`src/rtl/core_seq_pkg.sv`:
```
// constants, types and register map of the fetch and sequencing core
package core_seq_pkg;

  localparam int          PC_W             = 21;
  localparam int          DADDR_W          = 12;
  localparam int          BANK_W           = 4;
  localparam int          IWORD_W          = 16;
  localparam logic [20:0] PC_STEP          = 21'h000002;
  localparam logic [20:0] PC_RESET         = 21'h000000;

  // register byte addresses on the bus
  localparam logic [7:0]  OFS_PC_LOW       = 8'h00;
  localparam logic [7:0]  OFS_PC_HIGH_LAT  = 8'h04;
  localparam logic [7:0]  OFS_PC_UPPER_LAT = 8'h08;
  localparam logic [7:0]  OFS_BANK_SELECT  = 8'h0C;
  localparam logic [7:0]  OFS_INDIRECT     = 8'h10;
  localparam logic [7:0]  OFS_WORK         = 8'h14;
  localparam logic [7:0]  OFS_CONTROL      = 8'h18;
  localparam logic [7:0]  OFS_STATUS       = 8'h1C;

  localparam logic [7:0]  LATCH_RESET      = 8'h00;
  localparam logic [3:0]  BANK_RESET       = 4'h0;
  localparam logic [11:0] INDIRECT_RESET   = 12'h000;
  localparam logic [7:0]  WORK_RESET       = 8'h00;
  localparam logic        RUN_RESET        = 1'b1;
  localparam int          CTRL_RUN_BIT     = 0;
  localparam int          STAT_VALID_BIT   = 16;
  localparam int          STAT_PHASE_LSB   = 17;

  // data memory map
  localparam logic [11:0] SFR_BASE         = 12'hF60;
  localparam logic [7:0]  ACCESS_SPLIT     = 8'h60;
  localparam logic [3:0]  ACCESS_HIGH_BANK = 4'hF;
  localparam logic [3:0]  ACCESS_LOW_BANK  = 4'h0;
  localparam logic [11:0] INDIRECT_OPERAND = 12'hFEF;
  localparam logic [11:0] GPR_SIZE_DEF     = 12'h300;

  // instruction encodings
  localparam logic [7:0]  OP_GOTO          = 8'hEF;
  localparam logic [4:0]  OP_BRANCH        = 5'h1A;
  localparam logic [5:0]  OP_INC_FILE      = 6'h0A;
  localparam logic [6:0]  OP_TEST_SKIP     = 7'h33;
  localparam logic [3:0]  SECOND_WORD_TAG  = 4'hF;
  localparam logic [15:0] NO_OPERATION     = 16'h0000;

  typedef enum logic [1:0] {
    Q1 = 2'b00,
    Q2 = 2'b01,
    Q3 = 2'b10,
    Q4 = 2'b11
  } phase_t;

  typedef struct packed {
    logic        psel;
    logic        penable;
    logic        pwrite;
    logic [7:0]  paddr;
    logic [31:0] pwdata;
  } apb_req_t;

  typedef struct packed {
    logic        pready;
    logic [31:0] prdata;
    logic        pslverr;
  } apb_rsp_t;

endpackage

```
`src/rtl/core_sequencer.sv`:
```
// program counter, four-phase clock, fetch/execute pipeline and banking
//
// Summary of operation
// - program counter is 21 bits; its low byte is readable and writable
// - the bus changes counter bits 15..8 only through the high latch
// - the bus changes counter bits 20..16 only through the upper latch
// - writing the low byte loads both latches into the counter
// - reading the low byte copies counter upper bytes into the latches
// - counter bit 0 is always zero; sequential step is 2
// - jumps and branches load the counter without using the latches
// - input clock divided by four gives four phases per cycle
// - counter increments in phase one; instruction latched in phase four
// - execute reads operand in phase two, writes destination in four
// - fetch of next overlaps execute of current instruction
// - counter-changing instruction flushes the fetched word, two cycles
// - instructions are 2 or 4 bytes, low byte at even address
// - absolute jump writes embedded word address into counter bits 20..1
// - relative branch offset counts single-word instructions
// - second word has top 4 bits set and 12 data bits
// - a second word executed alone behaves as no operation
// - data addresses are 12 bits, 4096 bytes of space
// - 16 banks of 256 bytes; bank select keeps only 4 bits
// - special registers span FFFh..F60h; unimplemented reads give zero
// - indirect pointer holds a full 12-bit address, ignores banking
// - access region of bank 0 and bank 15 ignores bank select
// - general purpose data memory is never initialised by the core
//
// The implementer's own choices: the placing of the registers and register access over APB.
`timescale 1ns/100ps
module core_sequencer
  import core_seq_pkg::*;
#(
  parameter logic [11:0] GPR_SIZE = GPR_SIZE_DEF
) (
  input  wire logic        clk,
  input  wire logic        rst,
  input  wire apb_req_t    apb_req,
  output apb_rsp_t         apb_rsp,
  output logic [20:0]      prog_addr,
  input  wire logic [15:0] prog_data,
  output logic [11:0]      data_addr,
  output logic             data_rd,
  output logic             data_wr,
  output logic [7:0]       data_wdata,
  input  wire logic [7:0]  data_rdata,
  output logic [3:0]       phase_clocks
);

  typedef struct packed {
    phase_t      q;
    logic [3:0]  phase_clocks;
    logic [20:0] pc;
    logic [20:0] fetch_addr;
    logic [15:0] ir;
    logic        ir_valid;
    logic        flush_pending;
    logic [7:0]  pc_high_latch;
    logic [7:0]  pc_upper_latch;
    logic [3:0]  bank_select;
    logic [11:0] indirect_pointer;
    logic [7:0]  work;
    logic        run;
    logic [7:0]  operand;
    logic [11:0] data_addr;
    logic        data_rd;
    logic        data_wr;
    logic [7:0]  data_wdata;
    apb_rsp_t    rsp;
  } state_t;

  state_t s;
  state_t next_s;

  // direct file address to full data address
  function automatic logic [11:0] file_addr(
    input logic [7:0]  f,
    input logic        banked,
    input logic [3:0]  bank,
    input logic [11:0] pointer
  );
    logic [11:0] a;
    if (banked) begin
      a = {bank, f};
    end else if (f < ACCESS_SPLIT) begin
      a = {ACCESS_LOW_BANK, f};
    end else begin
      a = {ACCESS_HIGH_BANK, f};
    end
    if (a == INDIRECT_OPERAND) begin
      a = pointer;
    end
    return a;
  endfunction

  // locations in the general purpose space or among the special registers
  function automatic logic implemented(input logic [11:0] a);
    return (a < GPR_SIZE) || (a >= SFR_BASE);
  endfunction

  function automatic logic [3:0] phase_onehot(input phase_t q);
    return 4'h1 << q;
  endfunction

  // byte registers answer in the low lane with the rest of the word zero
  function automatic logic [31:0] byte_word(input logic [7:0] v);
    return {24'h000000, v};
  endfunction

  function automatic phase_t next_phase(input phase_t q);
    phase_t n;
    unique case (q)
      Q1: n = Q2;
      Q2: n = Q3;
      Q3: n = Q4;
      Q4: n = Q1;
    endcase
    return n;
  endfunction

  logic        advance;
  logic        live;
  logic        is_skip;
  logic        is_goto;
  logic        is_branch;
  logic        is_inc;
  logic        is_test;
  logic        uses_data;
  logic [11:0] ea;
  logic        ea_ok;
  logic [20:0] branch_target;
  logic [20:0] goto_target;

  always_comb begin
    // a cleared run bit stops the phases only once they are back at Q1
    advance   = s.run || (s.q != Q1);
    // a second word met on its own decodes as nothing at all
    live      = s.ir_valid && (s.ir[15:12] != SECOND_WORD_TAG);
    is_goto   = live && (s.ir[15:8] == OP_GOTO);
    is_branch = live && (s.ir[15:11] == OP_BRANCH);
    is_inc    = live && (s.ir[15:10] == OP_INC_FILE);
    is_test   = live && (s.ir[15:9] == OP_TEST_SKIP);
    is_skip   = is_test && (s.operand == 8'h00);
    uses_data = is_inc || is_test;
    ea        = file_addr(s.ir[7:0], s.ir[8], s.bank_select,
                          s.indirect_pointer);
    ea_ok     = implemented(ea);
    // offset is in words, so it is doubled onto the fetch address
    branch_target = s.fetch_addr +
                    {{9{s.ir[10]}}, s.ir[10:0], 1'b0};
    goto_target   = {prog_data[11:0], s.ir[7:0], 1'b0};
  end

  always_comb begin
    next_s = s;
    next_s.rsp.pready  = 1'b0;
    next_s.rsp.pslverr = 1'b0;

    if (advance) begin
      next_s.q = next_phase(s.q);
    end
    next_s.phase_clocks = phase_onehot(next_s.q);

    if (advance) begin
      unique case (s.q)
        Q1: begin
          // fetch of the next word runs while the current one executes
          next_s.fetch_addr = s.pc;
          next_s.pc = s.pc + PC_STEP;
          if (uses_data && ea_ok) begin
            next_s.data_addr = ea;
            next_s.data_rd   = 1'b1;
          end
        end
        Q2: begin
          next_s.data_rd = 1'b0;
        end
        Q3: begin
          if (uses_data) begin
            // unimplemented locations read as zero and take no write
            next_s.operand = ea_ok ? data_rdata : 8'h00;
            if (is_inc) begin
              if (s.ir[9] && ea_ok) begin
                next_s.data_wr    = 1'b1;
                next_s.data_wdata = data_rdata + 8'h01;
              end else if (!s.ir[9]) begin
                next_s.work = (ea_ok ? data_rdata : 8'h00) + 8'h01;
              end
            end
          end
        end
        Q4: begin
          next_s.data_wr  = 1'b0;
          next_s.ir       = prog_data;
          next_s.ir_valid = 1'b1;
          next_s.flush_pending = 1'b0;
          if (is_goto) begin
            next_s.pc       = goto_target;
            next_s.ir       = NO_OPERATION;
            next_s.ir_valid = 1'b0;
          end else if (is_branch) begin
            next_s.pc       = branch_target;
            next_s.ir       = NO_OPERATION;
            next_s.ir_valid = 1'b0;
          end else if (is_skip || s.flush_pending) begin
            next_s.ir       = NO_OPERATION;
            next_s.ir_valid = 1'b0;
          end
        end
      endcase
    end

    // register bus: answer one cycle into the access phase
    if (apb_req.psel && apb_req.penable && !s.rsp.pready) begin
      next_s.rsp.pready = 1'b1;
      next_s.rsp.prdata = 32'h00000000;
      unique case (apb_req.paddr)
        OFS_PC_LOW: begin
          if (apb_req.pwrite) begin
            next_s.pc = {s.pc_upper_latch[4:0], s.pc_high_latch,
                         apb_req.pwdata[7:1], 1'b0};
            // a core stopped at Q1 has no stale fetch in flight
            next_s.flush_pending = advance && (s.q != Q4);
            next_s.ir       = NO_OPERATION;
            next_s.ir_valid = 1'b0;
          end else begin
            next_s.rsp.prdata  = byte_word({s.pc[7:1], 1'b0});
            next_s.pc_high_latch  = s.pc[15:8];
            next_s.pc_upper_latch = {3'b000, s.pc[20:16]};
          end
        end
        OFS_PC_HIGH_LAT: begin
          if (apb_req.pwrite) begin
            next_s.pc_high_latch = apb_req.pwdata[7:0];
          end
          next_s.rsp.prdata = byte_word(s.pc_high_latch);
        end
        OFS_PC_UPPER_LAT: begin
          if (apb_req.pwrite) begin
            next_s.pc_upper_latch = apb_req.pwdata[7:0];
          end
          next_s.rsp.prdata = byte_word(s.pc_upper_latch);
        end
        OFS_BANK_SELECT: begin
          if (apb_req.pwrite) begin
            next_s.bank_select = apb_req.pwdata[3:0];
          end
          next_s.rsp.prdata = {28'h0000000, s.bank_select};
        end
        OFS_INDIRECT: begin
          if (apb_req.pwrite) begin
            next_s.indirect_pointer = apb_req.pwdata[11:0];
          end
          next_s.rsp.prdata = {20'h00000, s.indirect_pointer};
        end
        OFS_WORK: begin
          if (apb_req.pwrite) begin
            next_s.work = apb_req.pwdata[7:0];
          end
          next_s.rsp.prdata = byte_word(s.work);
        end
        OFS_CONTROL: begin
          if (apb_req.pwrite) begin
            next_s.run = apb_req.pwdata[CTRL_RUN_BIT];
          end
          next_s.rsp.prdata = {31'h0, s.run};
        end
        OFS_STATUS: begin
          next_s.rsp.prdata[15:0] = s.ir;
          next_s.rsp.prdata[STAT_VALID_BIT] = s.ir_valid;
          next_s.rsp.prdata[STAT_PHASE_LSB +: 2] = s.q;
        end
        default: begin
          next_s.rsp.pslverr = 1'b1;
        end
      endcase
    end
  end

  // data memory contents are outside and never cleared here
  always_ff @(posedge clk or posedge rst) begin
    if (rst) begin
      s.q                <= Q1;
      s.phase_clocks     <= 4'h1;
      s.pc               <= PC_RESET;
      s.fetch_addr       <= PC_RESET;
      s.ir               <= NO_OPERATION;
      s.ir_valid         <= 1'b0;
      s.flush_pending    <= 1'b0;
      s.pc_high_latch    <= LATCH_RESET;
      s.pc_upper_latch   <= LATCH_RESET;
      s.bank_select      <= BANK_RESET;
      s.indirect_pointer <= INDIRECT_RESET;
      s.work             <= WORK_RESET;
      s.run              <= RUN_RESET;
      s.operand          <= 8'h00;
      s.data_addr        <= 12'h000;
      s.data_rd          <= 1'b0;
      s.data_wr          <= 1'b0;
      s.data_wdata       <= 8'h00;
      s.rsp              <= '0;
    end else begin
      s <= next_s;
    end
  end

  assign apb_rsp      = s.rsp;
  assign prog_addr    = s.fetch_addr;
  assign data_addr    = s.data_addr;
  assign data_rd      = s.data_rd;
  assign data_wr      = s.data_wr;
  assign data_wdata   = s.data_wdata;
  assign phase_clocks = s.phase_clocks;

endmodule

```
`config.mk`:
```
export PLATFORM = sky130hd
export DESIGN_NAME = core_sequencer
export DESIGN_NICKNAME = d
export VERILOG_FILES = /design/src/rtl/core_seq_pkg.sv /design/src/rtl/core_sequencer.sv
export SDC_FILE = /design/constraint.sdc
export NUM_CORES = 1
export LEC_CHECK = 0
export BUFFER_PORTS_ARGS = -buffer_cell sky130_fd_sc_hd__buf_4
export CELL_PAD_IN_SITES_DETAIL_PLACEMENT = 1
export CELL_PAD_IN_SITES_GLOBAL_PLACEMENT = 1
export CORE_UTILIZATION = 35
export DETAILED_ROUTE_END_ITERATION = 10
export GPL_TIMING_DRIVEN = 0
export MAX_ROUTING_LAYER = met4
export PLACE_DENSITY_LB_ADDON = 0.3
export SLEW_MARGIN = 30
export SYNTH_ARGS = -nofsm -noshare
export SYNTH_HDL_FRONTEND = slang
export SYNTH_SLANG_ARGS = --single-unit
```
`constraint.sdc`:
```
create_clock -name clk -period 7.4 [get_ports clk]
set_clock_uncertainty 0.2 [all_clocks]
set_input_delay 2.22 -clock clk [delete_from_list [all_inputs] [get_ports clk]]
set_output_delay 2.22 -clock clk [all_outputs]
set_load 0.02 [all_outputs]
```
# ---- After elaboration in Yosys (flattened, before gate mapping)
# Index checks and enable logic that the tools add are counted.
dict set report op_classes {
  n_addsub 4
  order_cmp 3
  eq_ne 24
  shift 1
  muxes 50
  n_reduce_logical 36
}
# cell n
set op_table {}
lappend op_table {{19-bit case mux with 8 select lines} 1}
lappend op_table {{21-bit 2-to-1 mux} 6}
lappend op_table {{8-bit 2-to-1 mux} 11}
lappend op_table {{12-bit 2-to-1 mux} 5}
lappend op_table {{60-bit 2-to-1 mux} 1}
lappend op_table {{59-bit 2-to-1 mux} 1}
lappend op_table {{18-bit 2-to-1 mux} 3}
lappend op_table {{17-bit 2-to-1 mux} 3}
lappend op_table {{21-bit case mux with 2 select lines} 1}
lappend op_table {{34-bit 2-to-1 mux} 1}
lappend op_table {{8-bit by 5-bit equality test with 1-bit output, second input constant} 4}
lappend op_table {{8-bit case mux with 2 select lines} 2}
lappend op_table {{9-bit 2-to-1 mux} 3}
lappend op_table {{21-bit by 2-bit adder with 21-bit output, second input constant} 1}
lappend op_table {{21-bit adder} 1}
lappend op_table {{3-bit AND reduction} 6}
lappend op_table {{8-bit by 1-bit adder with 8-bit output, second input constant} 2}
lappend op_table {{8-bit by 4-bit equality test with 1-bit output, second input constant} 2}
lappend op_table {{8-bit zero test} 2}
lappend op_table {{16-bit 2-to-1 mux} 1}
lappend op_table {{2-bit != test, second input constant} 8}
lappend op_table {{13-bit 2-to-1 mux} 1}
lappend op_table {{12-bit equality test, second input constant} 1}
lappend op_table {{12-bit greater-or-equal comparator, second input constant} 1}
lappend op_table {{other kinds (25)} 50}
dict set report word_totals {
  reg_bits 171
  inputBits 69
  out_inout_bits 81
  word_cells 139
}

# ---- Depth between registers and ports, before layout
# Gate-level depths: netlist (run 1).
dict set report depth {
  word_depth 18
  depth_mapped 15
  ltp_nobuf 13
}

# ---- Worst setup path before layout (run 1)
# Ideal clock, no wire load.
dict set report synth_path {
  path_type {input to register}
  start {input apb_req[32] (netlist bit)}
  end {register s[73] (netlist bit)}
  setup_time_ns 0.128
  t_arrival_ns 3.954
  required_ns 7.072
  setup_slack_ns 3.119
  cell_stages 6
  path_buffers 1
  path_cell_list {or4_4 -> or3_1 -> nor3b_2 -> nand2_2 -> buf_4 -> mux2_1}
}
dict set report synth_via {
  elab_chain_len 2
}
# element line
set synth_rtl {}
lappend synth_rtl {{start: declaration} core_sequencer.sv:37} ;# input wire apb_req_t apb_req,
lappend synth_rtl {{8-bit by 5-bit equality test with 1-bit output} core_sequencer.sv:216} ;# unique case (apb_req.paddr)
lappend synth_rtl {{3-bit AND reduction (no line)} --}
lappend synth_rtl {{end signal: assignment} core_sequencer.sv:302} ;# s <= next_s;
lappend synth_rtl {{end: declaration} core_sequencer.sv:71} ;# state_t s;
# Every way passes these cells.
# A chain may end at the register's enable or synchronous reset.

# ---- Worst setup path after layout (run 1)
dict set report layout_path {
  start {input apb_req[32] (netlist bit)}
  end {register s[90] (netlist bit)}
}
dict set report layout_via {
  elab_chain_len 3
  word_cells_on_any_way 7
  cone_classes {eq/ne: 3; mux: 1; reduce/logical: 3}
}
# element line
set layout_rtl {}
lappend layout_rtl {{8-bit by 4-bit equality test with 1-bit output / 8-bit zero test (equally long branches)} core_sequencer.sv:216}
lappend layout_rtl {{2-bit != test (no line) / 2-bit nonzero test (equally long branches)} --}
lappend layout_rtl {{4-bit AND reduction (no line)} --}
# Parallel ways exist; a longest one is shown, timed or not.

==> results.md, run 1 <==
- Mapped Cells: 1089
- Setup crit start kind: input port
- Core area: 27100 um2
- Worst Tran Pin Value: 0.8646 ns
- Initial Util: 0.3590
- Resize count post-CTS: 0
- Via count of the routed design: 8939
- Shortest period the worst path allows: 4.369 ns
- Share of cells above drive strength 1: 0.2360
- DR pass1 iterations: 5
- Synth async-reset ratio: 1.000
- Mean Syn Cell Area: 8.935 um2
- Routed WL per cell: 20.97 um
- Setup-failing EPs final: 0
- First-pass GRT wire length: 52990 um
- Final Hold Vio Count: 0
- Clk buf depth: 2
- Max-cap viol count: 0
- Yosys Warn Count: 0
- Area growth syn-to-layout: 21.04%
- Final worst-path cycle share: 0.5904
- EDFF count, synth: 0
- Depth of the CTS H-tree: 4
- CTS tree: yes
- Yosys cell types: 75
- Sequential-to-total area share from yosys stat: 0.4066
- Top-count cell post-synth: dfrtp_1
- Synth area leader: dfrtp_1
- Worst Hold Class: flop to flop
- Clock share of power: 0.248
- Highest clock rate: 0.2289 GHz
- Pwr Density: 315.9 nW/um2
- Post-CTS setup buffers: 0
- Die area: 28470 um2
- Total routed wirelength: 34040 um
- Placed wire-length estimate: 25780 um
- Synth Cell Area: 9731 um2
- Vias in the first global route: 8998
- Sw Ratio: 0.4353
- Grt ovf: 0
- Gpl congestion: 0.8817
- Initial antenna violation count: 0
- Most instantiated cells after synthesis: dfrtp_1, nand2_1, nor2_1
- Synth area leaders: dfrtp_1, buf_4, nand2_1, o21ai_0, nor2_1
- Layout Nets: 1333
- Crit path arrival time: 4.54 ns
- Hold Buf Count CTS: 0
- Die X: 168.7 um
- Worst skew pair latency: 0.45 ns
- Total clock sinks: 158
- Total GRT Usage: 0.2544
- Drt via density: 5.508
- CP max FO: 10
- Worst slew margin: 0.4192
- Critical path class: input port to flop
- Worst setup EP type: flop
- Placed instance count: 1590
- Leakage: 5.619 nW
- Comb power frac: 0.409
- Reg2reg setup slack: 3.90 ns
- Ports: 150
- CP required: 7.57 ns
- Fin cells: 1623
- Die Ht: 168.7 um
- Outcome: finished, final reports clean
- Slew Limit Fails: 0
- Sum Neg Setup Slack: 0 ns
- Root Buffer: clkbuf_16
- Cts bufs inserted: 17
- Largest net degree at the start of global routing: 65
- Antenna Violating Nets Remaining: 0
- FF+latch count, synth: 158
- Worst vdd ir: 0.0002132 V
- Reg power frac: 0.343
- Clk slew on worst S/H paths: 0.08 ns
- Yosys top cell area share: 0.4012
- Row cnt: 60
- P_sw: 1.620 mW
- DRC: 0
- IO Port Bufs: 115
- RSZ-0062 raised after global routing: false
- Cell Int Power: 2.101 mW
- Ys flop type: dfrtp_1
- Initial DRC Count: 603
power groups by stage:
stage          combinational, mW  clock [mW]  sequential [mW]
5_1_grt                     1.66       0.974             1.29
6_report                    1.52       0.924             1.28
4_1_cts                     1.50       0.942             1.27
3_3_place_gp                1.45           0             1.28
2_1_floorplan               1.06           0             1.16
3_5_place_dp                1.49           0             1.29
per-stage QoR:
step	utilization	total power, mW	area [um2]	setup slack [ns]	hold slack, ns
6_report	0.4346	3.721	11780	3.031	0.2761
5_1_grt	0.4345	3.923	11780	2.870	0.3151
4_1_cts	0.4343	3.714	11770	3.086	0.2801
3_5_place_dp	0.4124	2.777	11180	2.627	0.2616
3_3_place_gp	0.4097	2.731	11100	-1.471	0.2583
2_1_floorplan	-	2.213	9776	0.7201	0.2400
cell usage in the layout (no fill, tap or decap), types with 14 or more instances in the layout:
cell type	netlist	routed
o21ai_0	87	87
clkbuf_16	0	17
a31oi_1	14	14
buf_2	16	16
inv_1	28	27
clkbuf_1	41	42
nor3_1	17	16
mux2i_1	29	29
ha_1	26	26
nand3_1	45	45
buf_4	82	197
nor2_1	95	95
dfrtp_1	156	156
mux2_2	26	26
a21oi_1	66	66
xnor2_1	20	20
a22oi_1	30	30
nand2_1	119	119
logic make-up (layout without fill, tap and decap cells):
kind of cell | after synthesis | after routing | synth area share
compound gates | 280 | 280 | 0.1816
xor+xnor | 32 | 32 | 0.02880
fa+ha+maj | 27 | 27 | 0.03549
buf+inv | 171 | 320 | 0.1013
flops | 158 | 158 | 0.4066
mux | 66 | 66 | 0.07304
other cells | 1 | 14 | 0.0003854
simple gates | 354 | 354 | 0.1728
worst paths after layout:
| check | from | endpoint | depth (start not counted) |
|---|---|---|---|
| min in group asynchronous | rst | prog_addr[7] | 2 |
| worst max-delay path | apb_req[32] | s[90] | 9 |
| worst min-delay path | apb_rsp[18] | apb_rsp[18] | 2 |
| max in group asynchronous | rst | s[64] | 3 |
| worst max register to register | goto_target[1] | s[161] | 10 |
| worst min register to register | apb_rsp[18] | apb_rsp[18] | 2 |
flip-flops by register name, summed over array words and instances (netlist names):
register      flops
phase_clocks      4
data_wdata        8
apb_rsp          21
data_rd           1
prog_addr        21
goto_target       8
data_addr        12
s                82
data_wr           1
metal layers:
metal | share of wire | routed length, um | GRT usage
met4 | 0.026 | 898 | 0.09012
met2 | 0.46 | 15640 | 0.3868
met1 | 0.46 | 15650 | 0.3445
met3 | 0.054 | 1847 | 0.03764
met5 | 0 | 0 | -
area by class of cell:
type | instances | area (um2)
clock buffers | 18 | 429.2
diodes | 1 | 2.502
flip-flops and latches | 158 | 3956
plain buffers | 143 | 880.8
inverters | 28 | 112.6
multi-input cells | 772 | 4847
well taps | 372 | 465.4
fillers | 3177 | 15320
clock inverters | 14 | 165.2
repair buffers | 117 | 918.4
worst max-delay path: stages:
cell     delay, ns
buf_4         0.11
or4_4         0.55
or3_1         0.37
nor2_1        0.33
a21oi_1       0.22
nor2_2        0.26
buf_2         0.30
nor2_1        0.07
a21oi_1       0.12
Power figures use the tool's default switching activity.
==> inputs of run 2 (changes only) <==
==> constraint.sdc (replaced) <==
create_clock -name clk -period 3.9 [get_ports clk]
set_clock_uncertainty 0.2 [all_clocks]
set_input_delay 1.17 -clock clk [delete_from_list [all_inputs] [get_ports clk]]
set_output_delay 1.17 -clock clk [all_outputs]
set_load 0.02 [all_outputs]
==> results.md, run 2 (synthesis gave the netlist of run 1 again) <==
- Routed WL per cell: 21.18 um (+0.99%)
- Worst vdd ir: 0.0003646 V (+71%)
- Most frequent cells in the layout: buf_4, dfrtp_1, nand2_1
- Pwr Density: 590.7 nW/um2 (+87%)
- CP top delay family: simple AND/OR/NAND/NOR gates
- R2R Path Start: s[169]
- R2r endpoint: s[115]
- Sum Neg Setup Slack: 0 ns (unchanged)
- Row cnt: 60 (unchanged)
- Setup-failing EPs final: 0 (unchanged)
- Crit path arrival time: 3.86 ns (-0.68 ns)
- CP max FO: 10 (unchanged)
- Final Hold Vio Count: 0 (unchanged)
- Largest reg by FF count: s
- CP most frequent cell: clkbuf_1
- Number of flip-flops in the largest register: 82 (unchanged)
- Worst skew pair latency: 0.44 ns (about the same)
- CP cell instances: inv_1 -> ha_1 -> clkbuf_1 -> nand2b_1 -> buf_2 -> nand2_1 -> nor4_2 -> clkbuf_1 -> a22oi_1 -> nor2_1
- DRC: 0 (unchanged)
- Worst Hold Class: flop to flop
- Gpl congestion: 0.9085 (+3.0%)
- Initial DRC Count: 654 (+8.5%)
- RSZ-0062 raised after global routing: false
- Die area: 28470 um2 (unchanged)
- Slew Limit Fails: 0 (unchanged)
- Total GRT Usage: 0.2540 (-0.0004552)
- Worst setup EP type: flop
- Outcome: finished, final reports clean
- CTS tree: yes
- Root Buffer: clkbuf_16
- Antenna Violating Nets Remaining: 0 (unchanged)
- Clk buf depth: 2 (unchanged)
- Worst slew margin: 0.3051 (-0.1141)
- Hold Buf Count CTS: 0 (unchanged)
- CP required: 4.05 ns (-3.52 ns)
- Cts bufs inserted: 17 (unchanged)
- Total clock sinks: 158 (unchanged)
- Shortest period the worst path allows: 3.711 ns
- Cell depth of the worst min-delay path: 2 (unchanged)
- DR pass1 iterations: 5 (unchanged)
- Largest net degree at the start of global routing: 26 (-60%)
- Hold_sp: apb_rsp[17]
- Initial Util: 0.3590 (unchanged)
- Vias in the first global route: 9039 (+0.46%)
- Worst Tran Pin Value: 1.034 ns (+0.1692 ns)
- First-pass GRT wire length: 53160 um (+0.31%)
- Share of cells above drive strength 1: 0.2390 (+0.003044)
- Die X: 168.7 um (unchanged)
- Die Ht: 168.7 um (unchanged)
- Final worst-path cycle share: 0.9514
- Drt via density: 5.470 (-0.69%)
- Most common cell after layout, fill and taps aside: buf_4
- Grt ovf: 0 (unchanged)
- Post-CTS setup buffers: 0 (unchanged)
- Critical path class: flop to flop
- IO Port Bufs: 115 (unchanged)
- Total routed wirelength: 34460 um (+1.2%)
- Pwr Total: 7.005 mW (+88%)
- Core area: 27100 um2 (unchanged)
- Hold EP: apb_rsp[17]
- Leakage: 5.661 nW (+0.76%)
- Depth of the CTS H-tree: 4 (unchanged)
- Ports: 150 (unchanged)
- Layout Nets: 1338 (+0.38%)
- Worst path max stage delay: 0.91 ns (+0.36 ns)
- Initial antenna violation count: 0 (unchanged)
- Reg2reg setup slack: 0.19 ns (-3.71 ns)
- Worst reg-to-reg path cell count: 10 (unchanged)
- Via count of the routed design: 8899 (-0.45%)
- Highest clock rate: 0.2695 GHz
- Placed wire-length estimate: 26440 um (+2.5%)
- Area growth syn-to-layout: 21.86%
- Setup crit start kind: flop
- Crit path buf inv count: 4 (+2)
- Max-cap viol count: 0 (unchanged)
- Diodes inserted: 0 (-1)
- Clk slew on worst S/H paths: 0.08 ns (about the same)
- CP max-delay cell: nor4_2
- Resize count post-CTS: 0 (unchanged)
[run 2: where the power goes]
| part | internal, mW | total, mW | switching, mW |
|---|---|---|---|
| registers | 1.94 | 2.42 | 0.488 |
| clock network | 0.863 | 1.69 | 0.826 |
| logic | 1.13 | 2.89 | 1.76 |
| total | 3.93 | 7.00 | 3.07 |
[run 2: worst reg2reg max path, delay by kind of cell, from the launching register on]
family / cells / cell delay, ns
adders and majority gates: 1 / 0.20
DFF: 1 / 0.49
buffers and inverters: 4 / 1.17
and+or+nand+nor: 4 / 1.40
AOI/OAI and AO/OA: 1 / 0.18
[run 2: layout make-up]
| cell class | count | area [um2] |
|---|---|---|
| fill | 3169 | 15240 |
| multi-input combinational | 772 | 4833 |
| sequential | 158 | 3956 |
| timing repair buffer | 122 | 1026 |
| buffer | 143 | 880.8 |
| tap | 372 | 465.4 |
| clock buffer | 17 | 425.4 |
| clock inverter | 15 | 161.4 |
| inverter | 28 | 108.9 |
[run 2: worst max-delay path by stage]
stage	from	to	slack [ns]	cells past startpoint
after floorplan	rst	apb_rsp[0]	0.53	1
after global placement	rst	data_wdata[6]	-0.69	2
after detailed placement	apb_req[32]	s[96]	0.15	9
after CTS	s[169]	s[115]	0.27	10
after global routing	s[169]	s[115]	0.07	10
final	s[169]	s[115]	0.19	10
[run 2: metrics by stage]
stage               utilization  std cells  hold WS, ns  worst slack (ns)  instance area, um2
CTS                      0.4375       1627       0.2781            0.2699               11860
finish                   0.4375       1627       0.2692            0.1894               11860
floorplan                     -       1101       0.2400            0.5308                9779
detailed placement       0.4159       1595       0.2615            0.1545               11270
global route             0.4375       1627       0.3013           0.07433               11860
global placement         0.4099       1588       0.2608           -0.6854               11110
[run 2: per-layer routing]
metal / track usage / routed length (um) / vias up
met5: - / 0 / -
met4: 0.07628 / 835 / 0
met3: 0.04700 / 2044 / 58
met2: 0.4012 / 16300 / 292
met1: 0.3307 / 15280 / 4460
li1: - / - / 4089
==> inputs of run 3 (changes only) <==
--- a/config.mk
+++ b/config.mk
@@ -12,7 +12,8 @@
 export DETAILED_ROUTE_END_ITERATION = 10
 export GPL_TIMING_DRIVEN = 0
 export MAX_ROUTING_LAYER = met4
-export PLACE_DENSITY_LB_ADDON = 0.3
+export PLACE_DENSITY = 0.8
+export REMOVE_ABC_BUFFERS = 1
 export SLEW_MARGIN = 30
 export SYNTH_ARGS = -nofsm -noshare
 export SYNTH_HDL_FRONTEND = slang
==> results.md, run 3 (synthesis gave the netlist of run 1 again) <==
- Grt ovf: 0 (unchanged)
- Worst vdd ir: 0.0003407 V (-6.6%)
- Worst reg-to-reg path cell count: 9 (-1)
- Diodes inserted: 0 (unchanged)
- Total clock sinks: 158 (unchanged)
- Slew Limit Fails: 0 (unchanged)
- Row cnt: 60 (unchanged)
- Clk slew on worst S/H paths: 0.06 ns (-0.02 ns)
- CTS tree: yes
- Core area: 27100 um2 (unchanged)
- Critical path class: input port to flop
- Pwr Density: 630.4 nW/um2 (+6.7%)
- Via count of the routed design: 8420 (-5.4%)
- Hold_sp: data_addr[2]
- Ports: 150 (unchanged)
- Placed wire-length estimate: 22710 um (-14%)
- Final Hold Vio Count: 0 (unchanged)
- Resize count post-CTS: 0 (unchanged)
- Worst setup EP type: flop
- Root Buffer: clkbuf_16
- Die X: 168.7 um (unchanged)
- Die Ht: 168.7 um (unchanged)
- Total routed wirelength: 31610 um (-8.3%)
- DR pass1 iterations: 5 (unchanged)
- Most frequent cells in the layout: dfrtp_1, nand2_1, buf_4
- Setup-failing EPs final: 0 (unchanged)
- R2R Path Start: s[169]
- Depth of the CTS H-tree: 4 (unchanged)
- Total GRT Usage: 0.2374 (-0.01664)
- CP max FO: 14 (+4)
- Layout Nets: 1195 (-11%)
- Leakage: 5.111 nW (-9.7%)
- Gpl congestion: 0.8787 (-3.3%)
- Antenna Violating Nets Remaining: 0 (unchanged)
- Most common cell after layout, fill and taps aside: dfrtp_1
- Hold slack final: 0.2778 ns (+0.008586 ns)
- Worst path max stage delay: 0.55 ns (-0.36 ns)
- Initial antenna violation count: 0 (unchanged)
- Crit path arrival time: 3.78 ns (-0.08 ns)
- Worst slew margin: 0.3218 (+0.01670)
- CP required: 4.04 ns (about the same)
- Worst Tran Pin Value: 1.017 ns (-0.01644 ns)
- Initial Util: 0.3590 (unchanged)
- Initial DRC Count: 601 (-8.1%)
- Reg2reg setup slack: 0.29 ns (+0.10 ns)
- First-pass GRT wire length: 50430 um (-5.1%)
- Largest net degree at the start of global routing: 86 (+230%)
- Hold Buf Count CTS: 0 (unchanged)
- Final worst-path cycle share: 0.9346 (-0.01684)
- Post-CTS setup buffers: 0 (unchanged)
- Clk buf depth: 2 (unchanged)
- Hold EP: data_addr[2]
- R2r endpoint: s[163]
- CP cell instances: buf_4 -> or4_4 -> nor3_2 -> nand3_1 -> nand2_1 -> a21o_1 -> a211o_1 -> a21oi_1 -> nor3_1
- CP max-delay cell: or4_4
- Highest clock rate: 0.2744 GHz (+1.8%)
- Sum Neg Setup Slack: 0 ns (unchanged)
- Largest reg by FF count: s
- Fillers: 3127 (-1.3%)
- Cts bufs inserted: 17 (unchanged)
- Max-cap viol count: 0 (unchanged)
- Setup crit start kind: input port
- DRC: 0 (unchanged)
- Worst skew pair latency: 0.44 ns (about the same)
- IO Port Bufs: 116 (+0.87%)
- RSZ-0062 raised after global routing: false
- Cell depth of the worst min-delay path: 2 (unchanged)
- Worst Hold Class: flop to flop
- Vias in the first global route: 8789 (-2.8%)
- Share of cells above drive strength 1: 0.1826 (-0.05649)
- Outcome: finished, final reports clean
- Routed WL per cell: 21.30 um (+0.57%)
- Die area: 28470 um2 (unchanged)
- Drt via density: 5.674 (+3.7%)
- Area growth syn-to-layout: 13.51%
- Number of flip-flops in the largest register: 82 (unchanged)
- Pwr Total: 6.963 mW (-0.59%)
- Shortest period the worst path allows: 3.645 ns (-0.06568 ns)
==> run 3: cell types whose count changed in the layout (fill, tap and decap cells not counted), sizes merged <==
cell      delta
clkbuf      -37
bufinv       +6
clkinvlp     +1
buf        -101
clkinv       -3
inv          -9
==> run 3: where the power goes <==
part / internal (mW) / switching [mW]
Clock: 1.24 / 0.708
Combinational: 1.00 / 1.47
Sequential: 1.94 / 0.610
Total: 4.17 / 2.79
==> run 3: final cells by class <==
cell class	count	area [um2]	share of cell area
clock inverters	10	209.0	0.01892
well taps	372	465.4	0.04214
repair buffers	122	963.4	0.08722
clock buffers	22	464.2	0.04203
flip-flops and latches	158	3956	0.3582
multi-input cells	772	4875	0.4413
inverters	28	112.6	0.01019
==> run 3: worst max-delay path by stage <==
| stage | startpoint | end | slack (ns) |
|---|---|---|---|
| final | apb_req[32] | s[161] | 0.26 |
| after global routing | s[169] | s[163] | 0.08 |
| after CTS | apb_req[32] | s[76] | 0.13 |
| after detailed placement | apb_req[32] | s[76] | -0.32 |
| after global placement | rst | apb_rsp[17] | -3.84 |
| after floorplan | rst | apb_rsp[0] | -1.73 |
==> run 3: stage by stage <==
stage | setup slack (ns) | instances | util | cell area (um2)
final | 0.2551 | 1484 | 0.4076 | 11050
after detailed placement | -0.3218 | 1452 | 0.3823 | 10360
after CTS | 0.1338 | 1484 | 0.4072 | 11030
after global routing | 0.08437 | 1484 | 0.4076 | 11050
after global placement | -3.839 | 1446 | 0.3775 | 10230
after floorplan | -1.730 | 958 | - | 8895
==> run 3: critical path: cells and delay by family <==
kind / cells / cell delay (ns)
AOI/OAI and AO/OA: 3 / 0.31
and+or+nand+nor: 5 / 2.17
buffers and inverters: 1 / 0.12
==> run 3: metal layers <==
| layer | vias to the layer above | global-route usage | wire length, um |
|---|---|---|---|
| met5 | - | - | 0 |
| met4 | 0 | 0.08419 | 835 |
| met3 | 63 | 0.03881 | 1630 |
| met2 | 281 | 0.3900 | 15570 |
| met1 | 4270 | 0.2949 | 13580 |
| li1 | 3806 | - | - |
